[src/hw/mrs_regs.vh]
/*
  register offsets, mode encodings, reset values and timing counts of the
  motor restart sequencer. assumes an apb slave with 32-bit data and
  byte addresses, clock at 20 mhz.

*/
`ifndef MRS_REGS_VH
`define MRS_REGS_VH

`define MRS_ADDR_FLY_CFG      12'h000
`define MRS_ADDR_SEARCH       12'h004
`define MRS_ADDR_AR_CFG       12'h008
`define MRS_ADDR_WAIT         12'h00c
`define MRS_ADDR_CTRL         12'h010
`define MRS_ADDR_STATUS       12'h014
`define MRS_ADDR_SEARCH_OUT   12'h018

`define MRS_FLY_MODE_OFF      8'h00
`define MRS_FLY_MODE_BOTH     8'h01
`define MRS_FLY_MODE_SETP     8'h04

`define MRS_AR_OFF            8'h00
`define MRS_AR_ACK_ONLY       8'h01
`define MRS_AR_PF             8'h04
`define MRS_AR_FAULT          8'h06
`define MRS_AR_PF_MAN         8'h0e
`define MRS_AR_FAULT_MAN      8'h10
`define MRS_AR_ALL_RUN        8'h1a

`define MRS_RST_FLY_MODE      8'h00
`define MRS_RST_FLY_EN        1'b1
`define MRS_RST_PCT           8'h64
`define MRS_RST_AR_MODE       8'h00
`define MRS_RST_LIMIT         8'h03
`define MRS_RST_WAIT_MS       16'h03e8

`define MRS_CLK_HZ            20000000
`define MRS_MS_CYCLES         (`MRS_CLK_HZ / 1000)
`define MRS_SUCCESS_MS        16'h03e8
`define MRS_SWEEP_BASE_CYC    16'h0014

`endif

[src/hw/mrs_tick.v]
/*
  divider that turns the system clock into a one-cycle millisecond enable,
  and a base sweep-step enable stretched by the search speed factor.
  assumes pclk at the rate in the header.
*/
`timescale 1ns/100ps
`include "mrs_regs.vh"
module mrs_tick #(
  parameter MS_CYCLES = `MRS_MS_CYCLES
) (
  input  wire       pclk,
  input  wire       presetn,
  input  wire [7:0] speed_factor,
  output reg        ms_tick,
  output reg        sweep_tick
);
  reg [31:0] ms_cnt;
  reg [23:0] sw_cnt;
  wire [23:0] sw_len;

  // larger factor means a longer step, so a slower sweep
  assign sw_len = {16'h0000, speed_factor} * {8'h00, `MRS_SWEEP_BASE_CYC} / 24'd100 + 24'd1;

  always @(posedge pclk or negedge presetn) begin
    if (!presetn) begin
      ms_cnt     <= 32'h0;
      sw_cnt     <= 24'h0;
      ms_tick    <= 1'b0;
      sweep_tick <= 1'b0;
    end else begin
      ms_tick    <= (ms_cnt == MS_CYCLES - 1);
      ms_cnt     <= (ms_cnt == MS_CYCLES - 1) ? 32'h0 : ms_cnt + 32'h1;
      sweep_tick <= (sw_cnt >= sw_len - 24'd1);
      sw_cnt     <= (sw_cnt >= sw_len - 24'd1) ? 24'h0 : sw_cnt + 24'h1;
    end
  end
endmodule

[src/hw/mrs_sequencer.v]
/*
  motor restart sequencer: flying restart speed search and automatic
  restart decisions, configured over apb. assumes fault, run and speed
  inputs synchronous to pclk, and a power stage that reports magnetizing.
*/
// The register offsets and the APB interface to the registers were left to the implementer.
`timescale 1ns/100ps
`include "mrs_regs.vh"
module mrs_sequencer #(
  parameter FREQ_W    = 16,
  parameter MS_CYCLES = `MRS_MS_CYCLES
) (
  input  wire              pclk,
  input  wire              presetn,
  input  wire              psel,
  input  wire              penable,
  input  wire              pwrite,
  input  wire [11:0]       paddr,
  input  wire [31:0]       pwdata,
  output reg  [31:0]       prdata,
  output reg               pready,
  output reg               pslverr,
  input  wire              run_command,
  input  wire              fly_enable_source,
  input  wire              setpoint_neg,
  input  wire [FREQ_W-1:0] motor_speed,
  input  wire              speed_found,
  input  wire [15:0]       magnetizing_current_ref,
  input  wire              magnetizing_done_flag,
  input  wire              fault_undervolt,
  input  wire              fault_supply_loss,
  input  wire              fault_other,
  output reg               stage_on,
  output reg               ramp_enable,
  output reg               search_active,
  output reg               search_neg,
  output reg  [FREQ_W-1:0] output_freq,
  output reg  [15:0]       search_current,
  output reg               fault_ack,
  output reg               restart_failed,
  output reg               start_success
);
  localparam ST_IDLE   = 3'd0;
  localparam ST_SEARCH = 3'd1;
  localparam ST_MAGN   = 3'd2;
  localparam ST_CHECK  = 3'd3;
  localparam ST_RUN    = 3'd4;
  localparam ST_FAULT  = 3'd5;
  localparam ST_WAIT   = 3'd6;
  localparam ST_FAILED = 3'd7;

  reg [7:0]  fly_mode_sel;
  reg        fly_en_use_src;
  reg [7:0]  search_current_pct;
  reg [7:0]  search_speed_factor;
  reg [7:0]  autorestart_mode_sel;
  reg [7:0]  start_attempt_limit;
  reg [15:0] attempt_wait_interval;
  reg        manual_ack;
  reg [2:0]  state;
  reg [2:0]  next_state;
  reg [8:0]  attempts;
  reg [15:0] ms_cnt;
  reg        power_fail;
  reg        sweep_dir_done;
  reg        cfg_changed;
  wire       ms_tick;
  wire       sweep_tick;
  wire       any_fault;
  wire       fly_allowed;
  wire       apb_wr;
  wire       apb_rd;
  wire [31:0] cur_prod;
  wire [31:0] cur_scaled;

  function ack_allowed;
    input [7:0] mode;
    input       run;
    begin
      case (mode)
        `MRS_AR_ACK_ONLY, `MRS_AR_ALL_RUN: ack_allowed = 1'b1;
        `MRS_AR_PF, `MRS_AR_FAULT:         ack_allowed = run;
        default:                           ack_allowed = 1'b0;
      endcase
    end
  endfunction

  function restart_allowed;
    input [7:0] mode;
    input       run;
    begin
      case (mode)
        `MRS_AR_PF, `MRS_AR_FAULT, `MRS_AR_PF_MAN, `MRS_AR_FAULT_MAN,
        `MRS_AR_ALL_RUN: restart_allowed = run;
        default:         restart_allowed = 1'b0;
      endcase
    end
  endfunction

  function waits_between;
    input [7:0] mode;
    begin
      waits_between = (mode == `MRS_AR_PF) || (mode == `MRS_AR_FAULT) ||
                      (mode == `MRS_AR_ALL_RUN);
    end
  endfunction

  mrs_tick #(
    .MS_CYCLES(MS_CYCLES)
  ) u_tick (
    .pclk        (pclk),
    .presetn     (presetn),
    .speed_factor(search_speed_factor),
    .ms_tick     (ms_tick),
    .sweep_tick  (sweep_tick)
  );

  assign any_fault   = fault_undervolt | fault_supply_loss | fault_other;
  // software may tie enable high, or follow the external source
  assign fly_allowed = fly_en_use_src ? fly_enable_source : 1'b1;
  assign apb_wr      = psel & penable & pwrite;
  assign apb_rd      = psel & ~penable & ~pwrite;
  assign cur_prod    = {16'h0000, magnetizing_current_ref} * {24'h0, search_current_pct};
  // divide before cutting: the product needs up to 24 bits
  assign cur_scaled  = cur_prod / 32'd100;

  // register writes; zero-wait slave
  always @(posedge pclk or negedge presetn) begin
    if (!presetn) begin
      fly_mode_sel          <= `MRS_RST_FLY_MODE;
      fly_en_use_src        <= 1'b0;
      search_current_pct    <= `MRS_RST_PCT;
      search_speed_factor   <= `MRS_RST_PCT;
      autorestart_mode_sel  <= `MRS_RST_AR_MODE;
      start_attempt_limit   <= `MRS_RST_LIMIT;
      attempt_wait_interval <= `MRS_RST_WAIT_MS;
      manual_ack            <= 1'b0;
      cfg_changed           <= 1'b0;
    end else begin
      manual_ack  <= 1'b0;
      cfg_changed <= 1'b0;
      if (apb_wr) begin
        case (paddr)
          `MRS_ADDR_FLY_CFG: begin
            fly_mode_sel   <= pwdata[7:0];
            fly_en_use_src <= pwdata[8];
          end
          `MRS_ADDR_SEARCH: begin
            search_current_pct  <= pwdata[7:0];
            search_speed_factor <= pwdata[15:8];
          end
          `MRS_ADDR_AR_CFG: begin
            autorestart_mode_sel <= pwdata[7:0];
            start_attempt_limit  <= pwdata[15:8];
            cfg_changed          <= 1'b1;
          end
          `MRS_ADDR_WAIT: attempt_wait_interval <= pwdata[15:0];
          `MRS_ADDR_CTRL: manual_ack <= pwdata[0];
          default: ;
        endcase
      end
    end
  end

  // read data, answer and unmapped error
  always @(posedge pclk or negedge presetn) begin
    if (!presetn) begin
      prdata  <= 32'h0;
      pready  <= 1'b0;
      pslverr <= 1'b0;
    end else begin
      pready  <= psel & ~penable;
      pslverr <= 1'b0;
      if (psel & ~penable) begin
        pslverr <= (paddr > `MRS_ADDR_SEARCH_OUT) || (paddr[1:0] != 2'b00);
      end
      if (apb_rd) begin
        case (paddr)
          `MRS_ADDR_FLY_CFG:    prdata <= {23'h0, fly_en_use_src, fly_mode_sel};
          `MRS_ADDR_SEARCH:     prdata <= {16'h0, search_speed_factor, search_current_pct};
          `MRS_ADDR_AR_CFG:     prdata <= {16'h0, start_attempt_limit, autorestart_mode_sel};
          `MRS_ADDR_WAIT:       prdata <= {16'h0, attempt_wait_interval};
          `MRS_ADDR_STATUS:     prdata <= {19'h0, attempts, power_fail, state};
          `MRS_ADDR_SEARCH_OUT: prdata <= {{(32-FREQ_W){1'b0}}, output_freq};
          default:              prdata <= 32'h0;
        endcase
      end
    end
  end

  always @* begin
    next_state = state;
    case (state)
      ST_IDLE: begin
        if (any_fault)
          next_state = ST_FAULT;
        else if (run_command)
          // without search a spinning motor trips on overcurrent
          next_state = (fly_mode_sel != `MRS_FLY_MODE_OFF && fly_allowed) ?
                       ST_SEARCH : ST_MAGN;
      end
      ST_SEARCH: begin
        if (any_fault)
          next_state = ST_FAULT;
        else if (!run_command)
          next_state = ST_IDLE;
        else if (speed_found)
          next_state = ST_MAGN;
      end
      ST_MAGN: begin
        if (any_fault)
          next_state = ST_FAULT;
        else if (!run_command)
          next_state = ST_IDLE;
        else if (magnetizing_done_flag)
          next_state = ST_CHECK;
      end
      ST_CHECK: begin
        if (any_fault)
          next_state = ST_FAULT;
        else if (!run_command)
          next_state = ST_IDLE;
        // tick phase is free running, one extra tick guarantees a full second
        else if (ms_tick && ms_cnt == `MRS_SUCCESS_MS)
          next_state = ST_RUN;
      end
      ST_RUN: begin
        if (any_fault)
          next_state = ST_FAULT;
        else if (!run_command)
          next_state = ST_IDLE;
      end
      ST_FAULT: begin
        if (attempts > {1'b0, start_attempt_limit})
          next_state = ST_FAILED;
        else if (!any_fault &&
                 (manual_ack || ack_allowed(autorestart_mode_sel, run_command))) begin
          if (restart_allowed(autorestart_mode_sel, run_command) &&
              (autorestart_mode_sel != `MRS_AR_PF || power_fail))
            next_state = waits_between(autorestart_mode_sel) ? ST_WAIT : ST_IDLE;
          else if (!run_command)
            next_state = ST_IDLE;
        end
      end
      ST_WAIT: begin
        if (ms_tick && ms_cnt >= attempt_wait_interval)
          next_state = ST_IDLE;
      end
      ST_FAILED: begin
        if (!run_command && manual_ack)
          next_state = ST_IDLE;
      end
      default: next_state = ST_IDLE;
    endcase
  end

  always @(posedge pclk or negedge presetn) begin
    if (!presetn) begin
      state          <= ST_IDLE;
      attempts       <= 9'h0;
      ms_cnt         <= 16'h0;
      power_fail     <= 1'b0;
      sweep_dir_done <= 1'b0;
    end else begin
      state <= next_state;
      if (next_state != state)
        ms_cnt <= 16'h0;
      else if (ms_tick)
        ms_cnt <= ms_cnt + 16'h1;
      if (state != ST_FAULT && next_state == ST_FAULT) begin
        attempts   <= attempts + 9'h1;
        power_fail <= fault_undervolt | fault_supply_loss;
      end
      if (cfg_changed || (state == ST_RUN) ||
          (state == ST_FAILED && next_state == ST_IDLE))
        attempts <= 9'h0;
      if (state == ST_SEARCH && sweep_tick && output_freq == {FREQ_W{1'b0}})
        sweep_dir_done <= 1'b1;
      else if (state != ST_SEARCH)
        sweep_dir_done <= 1'b0;
    end
  end

  // outputs and frequency sweep
  always @(posedge pclk or negedge presetn) begin
    if (!presetn) begin
      stage_on       <= 1'b0;
      ramp_enable    <= 1'b0;
      search_active  <= 1'b0;
      search_neg     <= 1'b0;
      output_freq    <= {FREQ_W{1'b0}};
      search_current <= 16'h0;
      fault_ack      <= 1'b0;
      restart_failed <= 1'b0;
      start_success  <= 1'b0;
    end else begin
      stage_on       <= (next_state == ST_SEARCH) || (next_state == ST_MAGN) ||
                        (next_state == ST_CHECK) || (next_state == ST_RUN);
      ramp_enable    <= (next_state == ST_CHECK) || (next_state == ST_RUN);
      search_active  <= (next_state == ST_SEARCH);
      fault_ack      <= (state == ST_FAULT) && (next_state != ST_FAULT) &&
                        (next_state != ST_FAILED);
      restart_failed <= (next_state == ST_FAILED);
      start_success  <= (state == ST_CHECK) && (next_state == ST_RUN);
      search_current <= (next_state == ST_SEARCH) ? cur_scaled[15:0] : 16'h0;
      if (state != ST_SEARCH && next_state == ST_SEARCH) begin
        output_freq <= {FREQ_W{1'b1}};
        search_neg  <= (fly_mode_sel == `MRS_FLY_MODE_SETP) ? setpoint_neg : ~setpoint_neg;
      end else if (state == ST_SEARCH) begin
        if (speed_found) begin
          output_freq <= motor_speed;
          search_neg  <= search_neg;
        end else if (sweep_tick) begin
          if (output_freq != {FREQ_W{1'b0}})
            output_freq <= output_freq - {{(FREQ_W-1){1'b0}}, 1'b1};
          else if (fly_mode_sel == `MRS_FLY_MODE_BOTH && !sweep_dir_done) begin
            output_freq <= {FREQ_W{1'b1}};
            search_neg  <= ~search_neg;
          end else
            output_freq <= {FREQ_W{1'b1}};
        end
      end else if (next_state == ST_MAGN && state == ST_IDLE) begin
        output_freq <= {FREQ_W{1'b0}};
        search_neg  <= setpoint_neg;
      end else if (next_state == ST_CHECK) begin
        search_neg  <= setpoint_neg;
      end else if (next_state == ST_IDLE) begin
        output_freq <= {FREQ_W{1'b0}};
      end
    end
  end
endmodule

[config.mk]
export PLATFORM = sky130hd
export DESIGN_NAME = mrs_sequencer
export DESIGN_NICKNAME = d
export VERILOG_FILES = /design/src/hw/mrs_tick.v /design/src/hw/mrs_sequencer.v
export VERILOG_INCLUDE_DIRS = /design/src /design/src/hw
export SDC_FILE = /design/constraint.sdc
export NUM_CORES = 1
export LEC_CHECK = 0
export BUFFER_PORTS_ARGS = -buffer_cell sky130_fd_sc_hd__clkbuf_2
export CAP_MARGIN = 10
export CORE_MARGIN = 4
export CORE_UTILIZATION = 40
export CTS_CLUSTER_SIZE = 16
export DETAILED_ROUTE_END_ITERATION = 10
export GPL_ROUTABILITY_DRIVEN = 0
export PLACE_DENSITY = 0.62
export SETUP_SLACK_MARGIN = 0.3
export SYNTH_ARGS = -nofsm -noshare
export SYNTH_HDL_FRONTEND = slang
export SYNTH_SLANG_ARGS = --single-unit
[constraint.sdc]
create_clock -name pclk -period 36.3 [get_ports pclk]
set_clock_uncertainty 0.15 [all_clocks]
set_input_delay 7.26 -clock pclk [delete_from_list [all_inputs] [get_ports pclk]]
set_output_delay 7.26 -clock pclk [all_outputs]
set_load 0.05 [all_outputs]
==> reports/metrics.yaml <==
arrival_ns: 24.27
slowest_delay_ns: 0.85
port_buffers: 129
tns_ns: 0
wl_per_cell_um: 17.7
worstMarginPinSlew_ns: 1.16
hold_path_depth: 1
fp.dieW_um: 228
postRouteAntennaNets: 0
initial_core_util_pct: 40.5
hpwl_mm: 39.7
r2r-end: "search_current[0]"
clk_pin_slew_ns: 0.06
outcome: "finished clean"
cp-start-kind: "input port"
cts_resized: 0
nets: 2601
synth_common_cells: "nand2_1, dfrtp_1, nor2_1"
route.vias.total: 17000
clkLatencyLatePin_ns: 0.56
vias_per_cell: 5.72
fin_cells: 2968
synth.cell_area_um2: 19300
clockBufferDepth: 3
synth-adder-area-share_pct: 15.6
dr.pass1.iters: 5
maxSlewViolCount: 0
muxShareOfSynthArea_pct: 3.58
cts_tree: "done"
synthCells: 2229
hold_path.class: "flip-flop to flip-flop"
critPathMaxFanout: 13
wl_mm: 52.5
slowest_stage: "o31ai_2"
final_area_um2: 21400
drc: 0
reg2reg_depth: 51
synth-edff-count: 0
placedCellCount: 2918
finalCritPeriodShare_pct: 66.1
synth_cell_types: 124
rows: 80
fin_crit_ns: 23.98
post-route-util_pct: 44.9
ys.flop_type: "dfrtp_1"
cellPowerDensity_nw_per_um2: 37.6
postCtsHoldBufs: 0
seq_area_frac_synth_pct: 26.5
cts_max_level: 1
cts.sinks: 204
grt-ovfl-total: 0
grt_pass1_vias: 16700
slew_headroom_pct: 22.2
p_total_mw: 0.805
synth_most_common_cell: "nand2_1"
ios: 162
drt_iter0_drc: 1267
synth_top_cell_by_area: "dfrtp_1"
drive_above_1_share_pct: 14.5
yosys-top-cells-area: "dfrtp_1, fa_1, ha_1"
setup_viol: 0
rsz0062_at_grt: "no"
syn2layout_area_growth_pct: 10.9
synth_compound_area_share_pct: 21.1
synth-xor-area-share_pct: 6.31
synthArstFlopShare_pct: 100
clockRootBuffer: "clkbuf_16"
grt_util_all_layers_pct: 19.6
fillers: 4636
antenna_found_initial: 2
total_leakage_power_nw: 9.94
hold_viol: 0
coreArea_um2: 47700
worstSetupPathType: "input port to flip-flop"
fmax_mhz: 41.7
hold_end: "u_tick.ms_cnt[0]"
synth_seq_cells: 204
grt_pass1_wl_mm: 86.4
yosysWarningCount: 0
placed_area_um2: 20500
cp.required_ns: 36.59
avgSynthCellArea_um2: 8.67
vdd_drop_max_v: 0.0000329
path_common_cell: "fa_1"
postCtsSetupRepairBufs: 0
synth-simple-area-share_pct: 21.5
synth_top_family_by_area: "simple AND/OR/NAND/NOR gates"
die-area_um2: 51900
die_h_um: 228
min_from: "u_tick.ms_cnt[0]"
maxCapViolations: 0
grt_max_degree: 95
regToRegSetupSlack_ns: 18.37
yosys.area.top_type_share_pct: 24.6
numCtsBuffers: 26
critPathCaptureType: "flip-flop"
r2r_start: "search_current_pct[7]"
## worst max-delay path by stage
stage	from	end	depth (start not counted)
2_1_floorplan	magnetizing_current_ref[13]	search_current[0]	56
3_3_place_gp	magnetizing_current_ref[13]	search_current[0]	52
3_5_place_dp	magnetizing_current_ref[13]	search_current[0]	52
4_1_cts	magnetizing_current_ref[13]	search_current[0]	52
5_1_grt	magnetizing_current_ref[10]	search_current[0]	52
6_report	magnetizing_current_ref[7]	search_current[0]	51
## logic make-up after synthesis
| kind of cell | count (synthesis) |
|---|---|
| AOI/OAI and AO/OA | 553 |
| muxes | 62 |
| other | 1 |
| adders and majority gates | 193 |
| xor gates and xnor gates | 129 |
| and+or+nand+nor | 841 |
| buffers and inverters | 246 |
| DFF | 204 |
## metal layers
layer / global-route usage (%) / wire length, um
met5: 0 / 13
met4: 4.13 / 1040
met3: 2.26 / 2430
met2: 33.3 / 24800
met1: 27.0 / 24200
## registers in the layout, summed over array words and instances, names as in the netlist, 9 cells and up
signal / cells
output_freq: 16
attempts: 9
ms_cnt: 16
u_tick.sw_cnt: 24
u_tick.ms_cnt: 32
prdata: 16
attempt_wait_interval: 16
search_current: 16
## per-stage QoR
stage | worst slack, ns | hold WS [ns]
4_1_cts | 12.58 | 0.319
6_report | 12.32 | 0.312
2_1_floorplan | 15.30 | 0.283
3_3_place_gp | 12.21 | 0.298
5_1_grt | 10.87 | 0.345
3_5_place_dp | 12.06 | 0.306
## power breakdown
group          switching (mW)  total [mW]  leakage [nW]  internal [mW]
Clock                   0.106       0.267         0.434          0.161
Sequential             0.0361       0.284          2.58          0.247
Combinational           0.181       0.255          6.92         0.0745
## critical path, delay by kind of cell
kind | cells | cell delay (ns)
adders and majority gates | 5 | 2.59
xor gates and xnor gates | 1 | 0.21
buffers and inverters | 4 | 0.36
AOI/OAI and AO/OA | 23 | 8.11
muxes | 4 | 1.45
and+or+nand+nor | 14 | 4.26
## area by class of cell
| class | instances | area (um2) | area share (%) |
|---|---|---|---|
| Multi-Input combinational cell | 1810 | 13300 | 62.1 |
| Sequential cell | 204 | 5120 | 23.9 |
| Timing Repair Buffer | 148 | 801 | 3.74 |
| Tap cell | 615 | 769 | 3.59 |
| Clock buffer | 34 | 711 | 3.32 |
| Inverter | 143 | 537 | 2.50 |
| Clock inverter | 13 | 183 | 0.853 |
| Antenna cell | 1 | 2.50 | 0.0117 |
## placed cells by master, fill, tap and decap left out, drive strengths merged, types with 81 or more instances in the layout
cell,instances
clkbuf,163
a21oi,115
o21ai,115
fa,85
ha,94
nor2,187
and2,107
inv,142
xnor2,81
dfrtp,190
nand2,237
(Power assumes the default switching activity.)
